### config.mk
export PLATFORM = sky130hd
export DESIGN_NAME = smb_client
export DESIGN_NICKNAME = d
export VERILOG_FILES = /design/src/design/smb_pkg.sv /design/src/design/smb_fifo.sv /design/src/design/smb_client.sv
export SDC_FILE = /design/constraint.sdc
export NUM_CORES = 1
export LEC_CHECK = 0
export BUFFER_PORTS_ARGS = -buffer_cell sky130_fd_sc_hd__buf_2
export CAP_MARGIN = 20
export CORE_ASPECT_RATIO = 0.9
export CORE_MARGIN = 1
export CORE_UTILIZATION = 53
export CTS_CLUSTER_SIZE = 28
export DETAILED_ROUTE_END_ITERATION = 12
export PLACE_DENSITY = 0.8
export SLEW_MARGIN = 10
export SYNTH_ARGS = -nofsm -noshare
export SYNTH_HDL_FRONTEND = slang
export SYNTH_SLANG_ARGS = --single-unit
### constraint.sdc
create_clock -name clock -period 2.8 [get_ports clock]
set_input_delay 0.14 -clock clock [delete_from_list [all_inputs] [get_ports clock]]
set_output_delay 0.14 -clock clock [all_outputs]
set_load 0.03 [all_outputs]
### src/design/smb_pkg.sv
/*
 * Shared constants and types for the two-wire client port: address
 * table, timing counts, state encoding and the register write word.
 * Assumes a single 125 MHz system clock for every user of the package.
 */
package smb_pkg;

   // ---------------------------------------------------------------
   // Timing
   // ---------------------------------------------------------------
   localparam int CLK_HZ      = 125_000_000;  // System clock rate
   localparam int TOUT_MS     = 30;           // Clock-low inactivity time, ms
   localparam int IDLE_US     = 200;          // Both-lines-high idle time, us
   localparam int SCL_MAX_KHZ = 400;          // Fastest serial clock served
   localparam int TOUT_CYC    = (CLK_HZ / 1000) * TOUT_MS;
   localparam int IDLE_CYC    = (CLK_HZ / 1_000_000) * IDLE_US;
   // Shortest serial clock half period in system cycles (156 at 400 kHz)
   localparam int SCL_HALF_CYC = CLK_HZ / (SCL_MAX_KHZ * 1000 * 2);
   localparam int TO_W        = 22;           // Width of the timeout counter

   // ---------------------------------------------------------------
   // Addresses
   // ---------------------------------------------------------------
   localparam logic [6:0] ARA_ADDR = 7'h0c;   // Alert response address
   localparam logic [3:0] SEL_OPEN = 4'h f;   // Select code of an open input
   localparam int         FIFO_DEPTH = 16;    // Words buffered toward registers

   // ---------------------------------------------------------------
   // Types
   // ---------------------------------------------------------------
   typedef enum logic [2:0] {
      ST_IDLE, ST_ADDR, ST_ACK, ST_WDATA, ST_RDATA, ST_RLOAD, ST_HACK, ST_WAIT
   } smb_state_e;

   typedef struct packed {
      logic [7:0] addr;                       // Register location
      logic [7:0] data;                       // Byte to store there
   } smb_wr_s;

   // Address-select decode: sixteen codes onto sixteen client addresses
   function automatic logic [6:0] smb_addr_of(input logic [3:0] sel);
      logic [6:0] a;
      a = 7'h18;
      unique case (sel)
         4'h0: a = 7'h4c;
         4'h1: a = 7'h4d;
         4'h2: a = 7'h4e;
         4'h3: a = 7'h4f;
         4'h4: a = 7'h48;
         4'h5: a = 7'h49;
         4'h6: a = 7'h4a;
         4'h7: a = 7'h4b;
         4'h8: a = 7'h28;
         4'h9: a = 7'h29;
         4'ha: a = 7'h2a;
         4'hb: a = 7'h2b;
         4'hc: a = 7'h2c;
         4'hd: a = 7'h2d;
         4'he: a = 7'h2e;
         4'hf: a = 7'h18;
      endcase
      return a;
   endfunction : smb_addr_of

endpackage : smb_pkg

### src/design/smb_fifo.sv
/*
 * Small synchronous FIFO with a registered output stage.
 * Assumes both sides run on the same clock; the reader may stall.
 */
`timescale 1ns/100ps
module smb_fifo #(
   parameter int WIDTH = 16,
   parameter int DEPTH = 16
) (
   input  wire logic             clock,
   input  wire logic             rst,
   input  wire logic             in_valid,
   output logic                  in_ready,
   input  wire logic [WIDTH-1:0] in_data,
   output logic                  out_valid,
   input  wire logic             out_ready,
   output logic      [WIDTH-1:0] out_data
);
   localparam int AW = $clog2(DEPTH);

   // ---------------------------------------------------------------
   // Storage and pointers
   // ---------------------------------------------------------------
   logic [WIDTH-1:0] mem [DEPTH];          // Word store
   logic [AW-1:0]    wptr, next_wptr;      // Write position
   logic [AW-1:0]    rptr, next_rptr;      // Read position
   logic [AW:0]      fill, next_fill;      // Words held in the store
   logic             next_ovalid;          // Output stage full next
   logic [WIDTH-1:0] next_odata;           // Output stage word next
   logic             do_wr, do_rd;         // Store accesses this cycle

   // Full is honest: the store refuses once all DEPTH words are held
   assign in_ready = (fill != (AW+1)'(DEPTH));

   // Next values of pointers, fill and output stage
   always_comb begin
      do_wr       = in_valid && in_ready;
      do_rd       = (fill != '0) && (!out_valid || out_ready);
      next_wptr   = do_wr ? wptr + 1'b1 : wptr;
      next_rptr   = do_rd ? rptr + 1'b1 : rptr;
      next_fill   = fill + (AW+1)'(do_wr) - (AW+1)'(do_rd);
      next_ovalid = out_valid;
      next_odata  = out_data;
      if (do_rd) begin
         // Refill the output register from the store
         next_ovalid = 1'b1;
         next_odata  = mem[rptr];
      end else if (out_ready) begin
         next_ovalid = 1'b0;
      end
   end

   // Register everything; the store itself has no reset
   always_ff @(posedge clock) begin
      if (do_wr) begin
         mem[wptr] <= in_data;
      end
      if (rst) begin
         wptr      <= '0;
         rptr      <= '0;
         fill      <= '0;
         out_valid <= 1'b0;
         out_data  <= '0;
      end else begin
         wptr      <= next_wptr;
         rptr      <= next_rptr;
         fill      <= next_fill;
         out_valid <= next_ovalid;
         out_data  <= next_odata;
      end
   end

endmodule : smb_fifo

### src/design/smb_client.sv
/*
 * Two-wire client port: start/stop detection, address match, byte
 * shifting with acknowledge, register pointer, alert response and the
 * optional timeouts. Register writes leave through a FIFO.
 * Assumes rd_data follows rd_addr on the same clock within a few cycles,
 * and that the serial lines arrive unsynchronised from the pins.
 */
`timescale 1ns/100ps

module smb_client #(
   parameter int TOUT_CYC = smb_pkg::TOUT_CYC,   // Clock-low timeout cycles
   parameter int IDLE_CYC = smb_pkg::IDLE_CYC    // Idle timeout cycles
) (
   input  wire logic           clock,
   input  wire logic           rst,
   input  wire logic           serial_clock_pin,
   input  wire logic           sda_in,
   output logic                sda_out,
   output logic                sda_oe,
   input  wire logic [3:0]     addr_sel,
   input  wire logic           timeout_en,
   input  wire logic           alert_active,
   output logic                alert_mask_set,
   output logic [7:0]          rd_addr,
   input  wire logic [7:0]     rd_data,
   output logic                wr_valid,
   input  wire logic           wr_ready,
   output smb_pkg::smb_wr_s    wr_word
);

   // ---------------------------------------------------------------
   // Line synchronisers and edge detection
   // ---------------------------------------------------------------
   logic scl_m, sda_m;          // First stage, read only by second stage
   logic scl_s, sda_s;          // Synchronised levels
   logic scl_d, sda_d;          // One cycle older, for edges

   // Two flops per line; the third gives the previous level
   always_ff @(posedge clock) begin
      if (rst) begin
         {scl_m, sda_m, scl_s, sda_s, scl_d, sda_d} <= 6'h3f;
      end else begin
         scl_m <= serial_clock_pin;
         sda_m <= sda_in;
         scl_s <= scl_m;
         sda_s <= sda_m;
         scl_d <= scl_s;
         sda_d <= sda_s;
      end
   end

   logic scl_rise, scl_fall, start_det, stop_det;
   // Sampling on our own 8 ns clock leaves >150 cycles per half period
   assign scl_rise  = scl_s && !scl_d;
   assign scl_fall  = !scl_s && scl_d;
   assign start_det = scl_s && scl_d && sda_d && !sda_s;
   assign stop_det  = scl_s && scl_d && !sda_d && sda_s;

   // ---------------------------------------------------------------
   // Inactivity and idle timeouts
   // ---------------------------------------------------------------
   smb_pkg::smb_state_e      state, next_state;    // Protocol phase
   logic [smb_pkg::TO_W-1:0] to_cnt, next_to_cnt;  // Cycles since a line moved
   logic                     timeout_hit;          // Interface reset request

   // Count while both lines hold still; saturate at the top
   always_comb begin
      if ((scl_s != scl_d) || (sda_s != sda_d)) begin
         next_to_cnt = '0;
      end else if (&to_cnt) begin
         next_to_cnt = to_cnt;
      end else begin
         next_to_cnt = to_cnt + 1'b1;
      end
      // Both samples must agree, so a freshly reached level never inherits
      // the count of the previous one; with timeout_en set, a clock low held TOUT_CYC cycles trips the reset
      timeout_hit = timeout_en && (state != smb_pkg::ST_IDLE) &&
                    ((!scl_s && !scl_d && to_cnt >= smb_pkg::TO_W'(TOUT_CYC)) ||
                     (scl_s && sda_s && scl_d && sda_d &&
                      to_cnt > smb_pkg::TO_W'(IDLE_CYC)));
   end

   always_ff @(posedge clock) begin
      if (rst) begin
         to_cnt <= '0;
      end else begin
         to_cnt <= next_to_cnt;
      end
   end

   // ---------------------------------------------------------------
   // Protocol state machine
   // ---------------------------------------------------------------
   logic [3:0] cnt, next_cnt;                // Bit position in the byte
   logic [7:0] shreg, next_shreg;            // Shift register both ways
   logic       drive, next_drive;            // Pulling data low
   logic       rw, next_rw;                  // Host reads
   logic       is_ara, next_ara;             // Answering alert response
   logic       first_wr, next_first;         // Next written byte is pointer
   logic       ack_armed, next_armed;        // Acknowledge clock under way
   logic [7:0] ptr, next_ptr;                // Register pointer
   logic       next_mask;                    // Alert mask pulse
   logic       push, next_push;              // FIFO write strobe
   smb_pkg::smb_wr_s wdata, next_wdata;      // FIFO write word
   logic [7:0] rx_byte;                      // Byte as completed this edge
   logic [7:0] tx_byte;                      // Byte to be sent next
   logic [6:0] own_addr;                     // Selected client address
   logic       fifo_ready;                   // Room for another write

   assign own_addr = smb_pkg::smb_addr_of(addr_sel);
   // An alert response returns our address; otherwise the pointed register
   assign tx_byte  = is_ara ? {own_addr, 1'b0} : rd_data;

   always_comb begin
      next_state = state;
      next_cnt   = cnt;
      next_shreg = shreg;
      next_drive = drive;
      next_rw    = rw;
      next_ara   = is_ara;
      next_first = first_wr;
      next_armed = ack_armed;
      next_ptr   = ptr;
      next_mask  = 1'b0;
      next_push  = 1'b0;
      next_wdata = wdata;
      rx_byte    = {shreg[6:0], sda_s};
      if (stop_det || timeout_hit) begin
         // Stop or timeout: release the line, wait for a new start
         next_state = smb_pkg::ST_IDLE;
         next_drive = 1'b0;
      end else if (start_det) begin
         // Start or repeated start: always begin with an address
         next_state = smb_pkg::ST_ADDR;
         next_cnt   = '0;
         next_drive = 1'b0;
      end else begin
         unique case (state)
            smb_pkg::ST_IDLE, smb_pkg::ST_WAIT: begin
               // Ignore the bus until the next start
            end
            smb_pkg::ST_ADDR: begin
               if (scl_rise) begin
                  next_shreg = rx_byte;
                  next_cnt   = cnt + 4'h1;
                  if (cnt == 4'h7) begin
                     next_cnt   = '0;
                     next_armed = 1'b0;
                     if (rx_byte[7:1] == own_addr) begin
                        next_rw    = rx_byte[0];
                        next_ara   = 1'b0;
                        next_first = !rx_byte[0];
                        next_state = smb_pkg::ST_ACK;
                     end else if (rx_byte[7:1] == smb_pkg::ARA_ADDR &&
                                  rx_byte[0] && alert_active) begin
                        next_rw    = 1'b1;
                        next_ara   = 1'b1;
                        next_state = smb_pkg::ST_ACK;
                     end else begin
                        next_state = smb_pkg::ST_WAIT;
                     end
                  end
               end
            end
            smb_pkg::ST_ACK: begin
               if (scl_fall && !ack_armed) begin
                  // Pull low for the whole ninth clock
                  next_drive = 1'b1;
                  next_armed = 1'b1;
               end else if (scl_fall) begin
                  next_drive = 1'b0;
                  next_armed = 1'b0;
                  next_cnt   = '0;
                  if (rw) begin
                     next_shreg = {tx_byte[6:0], 1'b0};
                     next_drive = !tx_byte[7];
                     next_cnt   = 4'h1;
                     next_state = smb_pkg::ST_RDATA;
                  end else begin
                     next_state = smb_pkg::ST_WDATA;
                  end
               end
            end
            smb_pkg::ST_WDATA: begin
               if (scl_rise) begin
                  next_shreg = rx_byte;
                  next_cnt   = cnt + 4'h1;
                  if (cnt == 4'h7) begin
                     next_cnt = '0;
                     if (first_wr) begin
                        next_ptr   = rx_byte;
                        next_first = 1'b0;
                        next_state = smb_pkg::ST_ACK;
                     end else if (fifo_ready) begin
                        // Bytes while the buffer has room, each to the next register
                        next_push  = 1'b1;
                        next_wdata = '{addr: ptr, data: rx_byte};
                        next_ptr   = ptr + 8'h01;
                        next_state = smb_pkg::ST_ACK;
                     end else begin
                        // No room: leave the byte unacknowledged
                        next_state = smb_pkg::ST_WAIT;
                     end
                  end
               end
            end
            smb_pkg::ST_RLOAD: begin
               if (scl_fall) begin
                  next_shreg = {tx_byte[6:0], 1'b0};
                  next_drive = !tx_byte[7];
                  next_cnt   = 4'h1;
                  next_state = smb_pkg::ST_RDATA;
               end
            end
            smb_pkg::ST_RDATA: begin
               if (scl_rise && !drive && !sda_s) begin
                  // Lost the line to another sender: stop sending
                  next_state = smb_pkg::ST_WAIT;
               end else if (scl_fall && cnt == 4'h8) begin
                  next_drive = 1'b0;
                  next_state = smb_pkg::ST_HACK;
               end else if (scl_fall) begin
                  next_drive = !shreg[7];
                  next_shreg = {shreg[6:0], 1'b0};
                  next_cnt   = cnt + 4'h1;
               end
            end
            smb_pkg::ST_HACK: begin
               if (scl_rise) begin
                  if (is_ara) begin
                     // Whole address went out: mask the alert
                     next_mask  = 1'b1;
                     next_state = smb_pkg::ST_WAIT;
                  end else begin
                     next_ptr   = ptr + 8'h01;
                     // High data in the ninth clock ends the read
                     next_state = sda_s ? smb_pkg::ST_WAIT : smb_pkg::ST_RLOAD;
                  end
               end
            end
         endcase
      end
   end

   // Register the protocol state
   always_ff @(posedge clock) begin
      if (rst) begin
         state          <= smb_pkg::ST_IDLE;
         cnt            <= '0;
         shreg          <= '0;
         drive          <= 1'b0;
         rw             <= 1'b0;
         is_ara         <= 1'b0;
         first_wr       <= 1'b0;
         ack_armed      <= 1'b0;
         ptr            <= '0;
         alert_mask_set <= 1'b0;
         push           <= 1'b0;
         wdata          <= '0;
      end else begin
         state          <= next_state;
         cnt            <= next_cnt;
         shreg          <= next_shreg;
         drive          <= next_drive;
         rw             <= next_rw;
         is_ara         <= next_ara;
         first_wr       <= next_first;
         ack_armed      <= next_armed;
         ptr            <= next_ptr;
         alert_mask_set <= next_mask;
         push           <= next_push;
         wdata          <= next_wdata;
      end
   end

   // ---------------------------------------------------------------
   // Outputs and write buffer
   // ---------------------------------------------------------------
   // Open drain: only ever pull low; the clock line is never driven
   assign sda_out = 1'b0;
   assign sda_oe  = drive;
   assign rd_addr = ptr;

   // Bytes wait here until the register file takes them
   smb_fifo #(
      .WIDTH ($bits(smb_pkg::smb_wr_s)),
      .DEPTH (smb_pkg::FIFO_DEPTH)
   ) u_wr_fifo (
      .clock     (clock),
      .rst       (rst),
      .in_valid  (push),
      .in_ready  (fifo_ready),
      .in_data   (wdata),
      .out_valid (wr_valid),
      .out_ready (wr_ready),
      .out_data  (wr_word)
   );
endmodule : smb_client

# --- After elaboration in Yosys (flattened, before gate mapping) ---
# Memories as Yosys holds them, arrays and structs flattened. A register that Yosys moved wholly into a read port is not among the register bits.
# Index checks and enable logic that the tools add are counted.
op_classes:
  addsub: 7
  order_cmp: 2
  n_eq_ne: 45
  muxes: 73
  n_bitwise: 7
  n_reduce_logical: 65
op_table:
  columns: ["cell", "count"]
  rows:
  - ["two-way mux 8 bit", 15]
  - ["two-way mux 3 bit", 15]
  - ["!= test 3 bit (second input constant)", 14]
  - ["two-way mux 4 bit", 9]
  - ["one-hot mux 8 bit (4 select lines)", 1]
  - ["!= test 2 bit (second input constant)", 14]
  - ["two-way mux 1 bit", 25]
  - ["logical AND 1 bit", 23]
  - ["adder 22 x 1 -> 22 bit (second input constant)", 1]
  - [">= comparator 22 bit (second input constant)", 1]
  - ["> comparator 22 x 15 -> 1 bit (second input constant)", 1]
  - ["AND reduction 22 bit", 1]
  - ["AND reduction 10 bit", 2]
  - ["one-hot mux 3 bit (6 select lines)", 1]
  - ["one-hot mux 4 bit (4 select lines)", 1]
  - ["one-hot mux 8 bit (2 select lines)", 1]
  - ["AND reduction 8 bit", 2]
  - ["adder 4 x 1 -> 4 bit (second input constant)", 3]
  - ["AND reduction 6 bit", 2]
  - ["AND reduction 11 bit", 1]
  - ["nonzero test 2 bit", 5]
  - ["nonzero test 5 bit", 2]
  - ["== test 3 bit (second input constant)", 3]
  - ["logical NOT 1 bit", 9]
  - ["31 further kinds", 47]
totals:
  register_bits: 88
  ram_bits: 256
  romBits: 96
  in_bits: 19
  output_inout_bits: 28
  elab_cells: 226
  memories: 2
mem_list:
  columns: ["memory", "words", "width", "read_ports", "rd_ports_with_merged_regs", "write_ports", "line_no", "rtl"]
  rows:
  - ["u_wr_fifo.mem", 16, 16, 1, 1, 1, "smb_fifo.sv:24", "logic [WIDTH-1:0] mem [DEPTH];"]
  - ["(name not given)", 16, 6, 1, 0, 0, "smb_pkg.sv:44", "unique case (sel)"]

# --- Depth between registers and ports, before layout ---
# Gate-level depths: netlist (run 1).
logic_depth:
  depth_word: 9
  mapped_depth: 15
  ltp_nobuf: 14

# --- By module ---
# A second synthesis (run 1) with hierarchy kept.
hier_totals:
  hier_cells: 1055
  hier_area_um2: 15392.3
by_module_without_submodules:
  columns: ["mod", "n_inst", "cells_each", "area_each_um2", "seq_area_each_um2"]
  rows:
  - ["smb_fifo", 1, 534, 11120.7, 8287.9]
  - ["smb_client", 1, 521, 4271.6, 1481.4]

# --- Worst setup path before layout (run 1) ---
# Ideal clock, no wire load.
synth_timing:
  path_type: "register -> register"
  startpoint: "register u_wr_fifo.fill[2]"
  endpoint: "memory u_wr_fifo.mem[3][0], enable pin"
  setup_time_ns: 0.409
  arrival_ns: 2.472
  required_ns: 2.391
  slack_ns: -0.081
  path_stages_with_launch: 8
  n_path_buf: 1
  synth_period_minus_slack_ns: 2.881
  path_cell_list: "dfxtp_1 inv_1 ha_1 nand4bb_1 and2_1 clkbuf_1 nand2_1 nor3_1"
synth_via:
  elab_chain_cells: 4
synth_lines:
  columns: ["item", "line_no", "rtl"]
  rows:
  - ["from (decl)", "smb_fifo.sv:27", "logic [AW:0] fill, next_fill;"]
  - ["from (signal assigned)", "smb_fifo.sv:67", "fill <= next_fill;"]
  - ["!= test 5 bit", "smb_fifo.sv:33", "assign in_ready = (fill != (AW+1)'(DEPTH));"]
  - ["logical AND 1 bit", "smb_fifo.sv:37", "do_wr = in_valid && in_ready;"]
  - ["via u_wr_fifo.do_wr", "smb_fifo.sv:30", "logic do_wr, do_rd;"]
  - ["two-way mux 1 bit", "smb_fifo.sv:55", "if (do_wr) begin"]
  - ["two-way mux 1 bit (not written as such)", "smb_fifo.sv:56", "mem[wptr] <= in_data;"]
  - ["to (decl)", "smb_fifo.sv:24", null]
# The timed path passes the listed nets, and every way through them passes these cells.

# --- Final worst setup path (run 1) ---
layout_timing:
  startpoint: "register to_cnt[11] (netlist bit)"
  endpoint: "register ptr[5], in the netlist rd_addr[5]"
layout_via:
  elab_chain_cells: 7
  elab_cells_between_ends: 9
  cone_classes: "order compare: 2; bitwise: 1; reduce/logical: 6"
layout_lines:
  columns: ["item", "line_no", "rtl"]
  rows:
  - ["from (decl)", "smb_client.sv:63", "logic [smb_pkg::TO_W-1:0] to_cnt, next_to_cnt;"]
  - ["from (signal assigned)", "smb_client.sv:87", "to_cnt <= next_to_cnt;"]
  - [">= comparator 22 bit / > comparator 22 x 15 -> 1 bit (equally long branches)", "smb_client.sv:78, smb_client.sv:80", null]
  - ["logical AND 1 bit, on equally long branches", "smb_client.sv:78, smb_client.sv:79", null]
  - ["logical OR 1 bit *", "smb_client.sv:78", "((!scl_s && !scl_d && to_cnt >= smb_pkg::TO_W'(TOUT_CYC)) ||"]
  - ["logical AND 1 bit *", "smb_client.sv:77", "timeout_hit = timeout_en && (state != smb_pkg::ST_IDLE) &&"]
  - ["logical OR 1 bit *", "smb_client.sv:128", "if (stop_det || timeout_hit) begin"]
  - ["inverter 1 bit (no source line) *", null, null]
  - ["AND reduction 8 bit (no source line) *", null, null]
  - ["to (signal assigned)", "smb_client.sv:269", "ptr <= next_ptr;"]
  - ["to (decl)", "smb_client.sv:101", "logic [7:0] ptr, next_ptr;"]
# Mark *: on every way between the ends. The rest lies on a longest branch, timed or not.
# A chain may end at the register's enable or synchronous reset.

==> results of run 1 <==
## logic make-up after synthesis
| group | after synthesis |
|---|---|
| buffers and inverters | 86 |
| other | 1 |
| flip-flops | 360 |
| XOR/XNOR | 28 |
| AND/OR/NAND/NOR | 326 |
| multiplexers | 119 |
| AO/OA/AOI/OAI | 110 |
| adder cells (fa/ha/maj) | 21 |
## worst reg2reg max path: cells and delay by family (launching register included)
family	cells	cell delay [ns]
simple gates	4	1.46
flops	1	0.35
buf+inv	1	0.20
compound gates	2	0.53
## power by group through the flow
stage	sequential, uW	clock (uW)	combinational [uW]
final	5930	4560	1790
after global routing	5950	4840	1940
after CTS	5930	4630	1810
after detailed placement	6040	0	1790
after global placement	6040	0	1730
after floorplan	6090	0	1240
## what timing repair did
item                       CTS  global route
resized for setup            0             3
setup endpoints to repair    0             3
hold endpoints to repair     4             0
hold buffers                 4             0
## flip-flops by register name (all words and copies together) (netlist names), 3 cells and up
name,flops
cnt,4
wdata,16
to_cnt,22
u_wr_fifo.fill,5
rd_addr,8
u_wr_fifo.wptr,4
state,3
u_wr_fifo.rptr,4
shreg,8
u_wr_fifo.out_data,16
u_wr_fifo.mem,256
## layout by cell type (no fill, tap or decap), types with 4 or more instances in the layout
master and n:
a21o_1 4, a21oi_1 29, a311oi_1 4, a31oi_1 7, and2_1 5, and3_1 13
buf_2 44, buf_4 46, clkbuf_1 7, clkbuf_16 36, clkinv_1 7, clkinvlp_4 4
dfxtp_1 102, dlygate4sd3_1 4, edfxtp_1 256, ha_1 20, inv_1 29, mux2i_1 36
mux4_2 80, nand2_1 34, nand2b_1 39, nand3_1 21, nand4_1 14, nor2_1 94
nor2_2 4, nor2b_1 17, nor3_1 23, nor3_2 4, nor3b_1 7, nor4_1 8
o21ai_0 17, o31ai_1 4, o32ai_1 8, or2_2 9, or3_1 5, or4_1 5
xnor2_1 9, xor2_1 19
## final cells by class
cell class | count | area (sq um) | area share
Clock inverter | 19 | 149 | 0.00857
Tap cell | 360 | 450 | 0.0259
Multi-Input combinational cell | 605 | 5260 | 0.303
Sequential cell | 360 | 9770 | 0.562
Inverter | 30 | 113 | 0.00648
Timing Repair Buffer | 97 | 666 | 0.0383
Clock buffer | 46 | 968 | 0.0557
## stage by stage
| step | hold slack, ns | worst slack [ns] | cells |
|---|---|---|---|
| floorplan | 0.244 | 0.0599 | 1051 |
| global placement | 0.326 | 0.178 | 1448 |
| detailed placement | 0.330 | 0.110 | 1448 |
| CTS | 0.0252 | 0.0701 | 1517 |
| global route | 0.0765 | 0.0467 | 1517 |
| finish | 0.0425 | 0.128 | 1517 |
## metal layers
metal	vias to the layer above	part of all wire
li1	4210	-
met1	4709	0.41
met2	504	0.49
met3	83	0.079
met4	0	0.028
met5	-	0
## worst paths after layout
kind / from / endpoint / slack (ns) / cells past startpoint
worst max-delay path: to_cnt[11]$_SDFFE_PP0N_ / rd_addr[5]$_SDFFE_PP0P_ / 0.13 / 7
worst min register to register: sda_m$_SDFF_PP1_ / sda_s$_SDFF_PP1_ / 0.41 / 1
worst min-delay path: rd_data[0] / shreg[1]$_SDFFE_PP0P_ / 0.04 / 4
worst max register to register: to_cnt[11]$_SDFFE_PP0N_ / rd_addr[5]$_SDFFE_PP0P_ / 0.13 / 7
## cell usage after synthesis (all sizes together), types with 19 or more instances
| cell type | n | share of area |
|---|---|---|
| nor3 | 27 | 0.0088 |
| nand3 | 21 | 0.0069 |
| xor2 | 19 | 0.011 |
| edfxtp | 256 | 0.50 |
| ha | 20 | 0.016 |
| nand2b | 39 | 0.016 |
| mux2i | 36 | 0.023 |
| nor2 | 98 | 0.024 |
| clkbuf | 38 | 0.0093 |
| a21oi | 30 | 0.0098 |
| mux4 | 80 | 0.12 |
| o21ai | 19 | 0.0062 |
| inv | 29 | 0.0071 |
| dfxtp | 104 | 0.14 |
| nand2 | 35 | 0.0086 |
==> summary.md, run 1 <==
### Setup path
- 3.16 ns — required time of the worst setup path
- reg -> reg — start-to-end type of the worst setup path
- 3.03 ns — data arrival time of the critical path
- simple AND/OR/NAND/NOR gates — dominant delay contributor by cell family on the critical path
- register — sort of element at the end of the critical path
- 0.54 ns — slowest stage delay, CP
- or4_4 > or4_1 > and3_4 > o311a_4 > buf_4 > nand2_1 > o32ai_1 — chain of cells forming the critical path
- or4_1 — cell at the slowest stage of the critical path
- 1 — Buf/Inv on CP
- 14 — maximum net fanout on the critical path
- register — Worst setup SP type

### Pwr
- 0.146 — Gate power share
- 0.475 mV — peak ir drop on the vdd network
- 9130 uW — P_int
- 0.371 — share of total power in the clock network
- 0.00531 uW — static leakage power
- 707 nW/um^2 — Power Dens Cells
- 0.483 — sequential power share
- 3150 uW — Net Switching
- 0.257 — switching part of the total
- 12300 uW — total power consumption of the routed design

### Logic synthesis
- 0.0160 — xor/xnor cell area share of the yosys netlist
- 0.637 — sequential fraction of the synthesis area
- 0.113 — synthesized-area fraction occupied by and/or/nand/nor cells
- 0 — Yosys warning count
- 14.6 sq um — mean area per synthesized cell
- 0.0497 — fraction of the mapped netlist area in compound gates
- 15300 sq um — summed instance area of the synthesized netlist
- 0.143 — share of cell area taken by muxes after synthesis
- multiplexers — largest family of logic cells by synthesized area
- 0.0176 — Synth Area in Adders
- 74 — number of distinct standard cells referenced by the synthesized netlist
- 256 — number of synthesized flops with an enable pin
- 1051 — Gate Count Post-Synth
- edfxtp_1 — most frequently used flop master after synthesis
- 0 — Synth async-reset ratio
- 360 — total of flip-flops plus latches after synthesis
- 1091 — Net Count, Synth

### CTS
- 2 — Max H-tree Level
- built — TritonCTS clock tree
- 360 — clock sinks
- clkbuf_16 — clock tree root driver cell
- 0.52 ns — worst skew pair latency
- 3 — number of buffers between clock root and the deepest sink
- 0 — count of buffers added by post-CTS timing repair for setup
- 36 — TritonCTS Buffers
- 0.07 ns — Worst-path clk slew

### Final layout
- 13.3% — Area Overhead vs Synth
- 0 — count of inserted antenna diode cells
- 17400 sq um — finished layout cell area
- 2044 — filler instances
- 0.617 — final design utilization
- 0.222 — share of layout cells above drive strength 1
- 1170 — number of nets in the layout

### GRT
- 54300 um — first-pass GRT wire length
- 59 — largest net degree at the start of global routing
- met2 — global route hottest layer
- 0.332 — met1 usage
- 9414 — via count of the first global-routing pass
- 0 — sum of overflow across all layers after global routing
- 0 — antenna violations before repair
- 0.242 — global routing usage summed across all routing layers
- 0.0288 — met3 track demand over resource in global routing
- 0.409 — GRT met2 Usage

### Routing
- 34800 um — post-detailed-routing wire length
- 962 — first-iteration detailed-routing DRC count
- 22.9 um — drt wl/cell
- 0 — number of nets still failing antenna checks after routing
- 6.27 — average vias per placed instance
- 0 — number of DRC violations after detailed routing
- 5 — drt first pass iters
- 9506 — via count

### Floorplan
- 47 — top-level I/O count
- 28200 sq um — Core Footprint
- 29600 sq um — overall die area
- 58 — number of standard-cell rows in the floorplan
- 181 um — die extent in x
- 163 um — height of the die
- 0.545 — Initial Util

### STA
- 0 — setup violation total in the final timing report
- 0 ns — final setup TNS
- 2.67 ns — final worst path period need
- 0.374 GHz — f_max
- 0.954 — final period utilization
- 0.760 ns — actual transition at the worst max-transition pin
- no — unrepaired setup endpoints after global routing
- 0 — Final Max Slew Viols
- 0 — count of endpoints failing hold in the final timing report
- 0.493 — worst slew margin relative to its limit
- 0.0191 ns — clk_skew

### Placement
- 0.901 — final weighted congestion in routability-driven placement
- 45 — # port buffers
- 16200 sq um — total cell area at the placement stage
- 21100 um — post-detail-place hpwl

### Job
- 0 — max capacitance violation total

### Outcome
- finished, final reports clean — outcome

### Min path
- in -> reg — class of the most critical hold timing path

No activity file was read; power rests on OpenSTA's default activity.
==> run 2: changes to the inputs <==
--- a/config.mk
+++ b/config.mk
@@ -6,9 +6,8 @@
 export NUM_CORES = 1
 export LEC_CHECK = 0
 export BUFFER_PORTS_ARGS = -buffer_cell sky130_fd_sc_hd__buf_2
-export CAP_MARGIN = 20
 export CORE_ASPECT_RATIO = 0.9
-export CORE_MARGIN = 1
+export CORE_MARGIN = 5
 export CORE_UTILIZATION = 53
 export CTS_CLUSTER_SIZE = 28
 export DETAILED_ROUTE_END_ITERATION = 12
==> run 2 against run 1 <==
  * Clock power is 3% higher
  * Clock-buffer cell count is 11 higher
  * Worst hold slack hardly changed
  * Maximum frequency is 0.29% higher
  * Cell count is 0.79% higher
  * First-iteration DRC count is 2.9% higher
  * Largest power group unchanged
  * Highest routed layer unchanged
==> summary.md, run 2 (synthesized netlist as in run 1, its figures left out) <==
### Placement
- 0.114 ns — setup slack after placement, +0.00361 ns
- 1457 — # placed instances, +0.62%
- 45 — # port buffers, unchanged
- 0.937 — final weighted congestion in routability-driven placement, +4.0%
- 21300 um — post-detail-place hpwl, +1.2%

### Routing
- 990 — first-iteration detailed-routing DRC count, +2.9%
- 9362 — via count, -1.5%
- 6.12 — average vias per placed instance, -2.3%
- 6 — drt first pass iters, +1
- 22.8 um — drt wl/cell, -0.59%
- 0 — number of DRC violations after detailed routing, unchanged
- 34900 um — post-detailed-routing wire length, +0.19%
- 0 — number of nets still failing antenna checks after routing, unchanged

### STA
- 2.66 ns — final worst path period need, -0.00779 ns
- 0.375 GHz — f_max, +0.29%
- 0 — Final Max Slew Viols, unchanged
- 0.0422 ns — Hold Worst Slack, -0.000345 ns
- 0.760 ns — actual transition at the worst max-transition pin, -0.000239 ns
- 0.136 ns — worst-case setup margin in the final layout, +0.00779 ns
- 0.951 — final period utilization, -0.00278
- no — unrepaired setup endpoints after global routing
- 0 — count of endpoints failing hold in the final timing report, unchanged
- 0.493 — worst slew margin relative to its limit, about the same
- 0 — setup violation total in the final timing report, unchanged
- 0 ns — final setup TNS, unchanged
- 0.0318 ns — clk_skew, +0.0127 ns

### Floorplan
- 47 — top-level I/O count, unchanged
- 0.534 — Initial Util, -0.0106
- 59 — number of standard-cell rows in the floorplan, +1.7%
- 189 um — die extent in x, +4.4%
- 32400 sq um — overall die area, +9.5%
- 28700 sq um — Core Footprint, +2.0%
- 171 um — height of the die, +4.9%

### Min path
- in -> reg — class of the most critical hold timing path
- 4 — cell depth of the worst hold path, unchanged
- shreg[1]$_SDFFE_PP0P_ — Min-Delay Endpoint
- rd_data[0] — Worst Hold Launch

### GRT
- 0.219 — global routing usage summed across all routing layers, -0.0230
- 0 — sum of overflow across all layers after global routing, unchanged
- 9304 — via count of the first global-routing pass, -1.2%
- 0 — antenna violations before repair, unchanged
- 54800 um — first-pass GRT wire length, +0.94%
- 71 — largest net degree at the start of global routing, +20%

### Setup path
- 7 — Worst path depth, unchanged
- simple AND/OR/NAND/NOR gates — dominant delay contributor by cell family on the critical path
- 7 — Worst Reg2Reg Path Length in Cells, unchanged
- 0.14 ns — setup slack, reg-to-reg, about the same
- 3.19 ns — required time of the worst setup path, +0.03 ns
- 1 — Buf/Inv on CP, unchanged
- 3.05 ns — data arrival time of the critical path, +0.02 ns
- reg -> reg — start-to-end type of the worst setup path
- 0.53 ns — slowest stage delay, CP, about the same
- or4_4 > or4_1 > and3_4 > o311a_4 > buf_4 > nand2_1 > o32ai_1 — chain of cells forming the critical path
- register — Worst setup SP type
- register — sort of element at the end of the critical path
- 13 — maximum net fanout on the critical path, -1
- rd_addr[2]$_SDFFE_PP0P_ — reg-to-reg endpoint
- to_cnt[11]$_SDFFE_PP0N_ — reg2reg start
- or4_1 — cell at the slowest stage of the critical path

### Final layout
- 1529 — Final Non-Filler Cells, +0.79%
- 1174 — number of nets in the layout, +0.34%
- u_wr_fifo.mem — Top reg by flops
- 0 — count of inserted antenna diode cells, unchanged
- edfxtp_1 — most common library cell in the layout ignoring fill and taps
- 256 x edfxtp_1, 102 x dfxtp_1, 98 x nor2_1, 80 x mux4_2, 47 x buf_4 — most used cells in the layout excluding fill and tap cells
- 0.216 — share of layout cells above drive strength 1, -0.00631
- u_wr_fifo.mem: 256 flops, to_cnt: 22 flops — biggest registers after layout
- 256 — flip-flop count of the largest register, all copies and words added, unchanged
- 13.8% — Area Overhead vs Synth

### CTS
- clkbuf_16 — clock tree root driver cell
- 360 — clock sinks, unchanged
- 0.06 ns — Worst-path clk slew, about the same
- 3 — number of buffers between clock root and the deepest sink, unchanged
- built — TritonCTS clock tree
- 37 — TritonCTS Buffers, +2.8%
- 0.56 ns — worst skew pair latency, +0.04 ns
- 2 — Max H-tree Level, unchanged
- 0 — count of buffers added by post-CTS timing repair for setup, unchanged

### Pwr
- 0.00535 uW — static leakage power, +0.68%
- 711 nW/um^2 — Power Dens Cells, +0.69%
- 0.534 mV — peak ir drop on the vdd network, +12%

### Job
- 0 — max capacitance violation total, unchanged

### Outcome
- finished, final reports clean — outcome

==> run 2: cell types whose count changed in the layout (fill, tap and decap cells not counted), moves of 2 or more <==
cell,delta
clkbuf_1,+11
clkinv_1,-4
nor2_1,+4
nor2_2,-4
clkinvlp_4,-2
inv_6,-2
==> run 2: power breakdown <==
part           internal (uW)  switching [uW]  leakage [uW]
logic                    793            1010       0.00219
registers               5770             139       0.00261
clock network           2650            2050      0.000550
total                   9210            3210       0.00535
==> run 2: metrics by stage <==
step | area, sq um | total power, uW | util
after floorplan | 15400 | 7330 | -
after global placement | 16200 | 7770 | 0.566
after detailed placement | 16200 | 7830 | 0.566
after CTS | 17400 | 12500 | 0.607
after global routing | 17500 | 12900 | 0.608
final | 17500 | 12400 | 0.608
==> run 2: what timing repair did <==
action | CTS | global route
setup endpoints to repair | 0 | 4
resized for setup | 0 | 3
hold buffers | 4 | 0
hold endpoints to repair | 4 | 0
==> run 2: routing by layer <==
layer  vias up  wire, um  global-route usage
li1       4209         -                   -
met3        55      2570              0.0349
met1      4684     14300               0.308
met2       414     17300               0.366
met5         -         0                   0
met4         0       729              0.0541
==> run 2: how the worst max path moves through the flow <==
| stage | to | start | slack [ns] |
|---|---|---|---|
| final | rd_addr[2]$_SDFFE_PP0P_ | to_cnt[11]$_SDFFE_PP0N_ | 0.14 |
| after detailed placement | wdata[5]$_SDFFE_PP0P_ | to_cnt[11]$_SDFFE_PP0N_ | 0.11 |
| after CTS | wdata[5]$_SDFFE_PP0P_ | to_cnt[11]$_SDFFE_PP0N_ | 0.1 |
| after global placement | shreg[0]$_SDFFE_PP0P_ | to_cnt[9]$_SDFFE_PP0N_ | 0.19 |
| after global routing | wdata[5]$_SDFFE_PP0P_ | to_cnt[11]$_SDFFE_PP0N_ | 0.03 |
| after floorplan | u_wr_fifo.fill[4]$_SDFF_PP0_ | u_wr_fifo.fill[2]$_SDFF_PP0_ | 0.06 |
==> run 2: final cells by class <==
class	instances	area, sq um
Clock inverter	11	138
Timing Repair Buffer	100	704
Sequential cell	360	9770
Fill cell	2058	11300
Multi-Input combinational cell	605	5250
Clock buffer	57	1020
Tap cell	366	458
Inverter	30	113
==> run 2: worst reg2reg max path, cell delays in order (launching register included) <==
cell and delay (ns):
dfxtp_1 0.35, or4_4 0.50, or4_1 0.53, and3_4 0.21, o311a_4 0.40, buf_4 0.20
nand2_1 0.20, o32ai_1 0.12
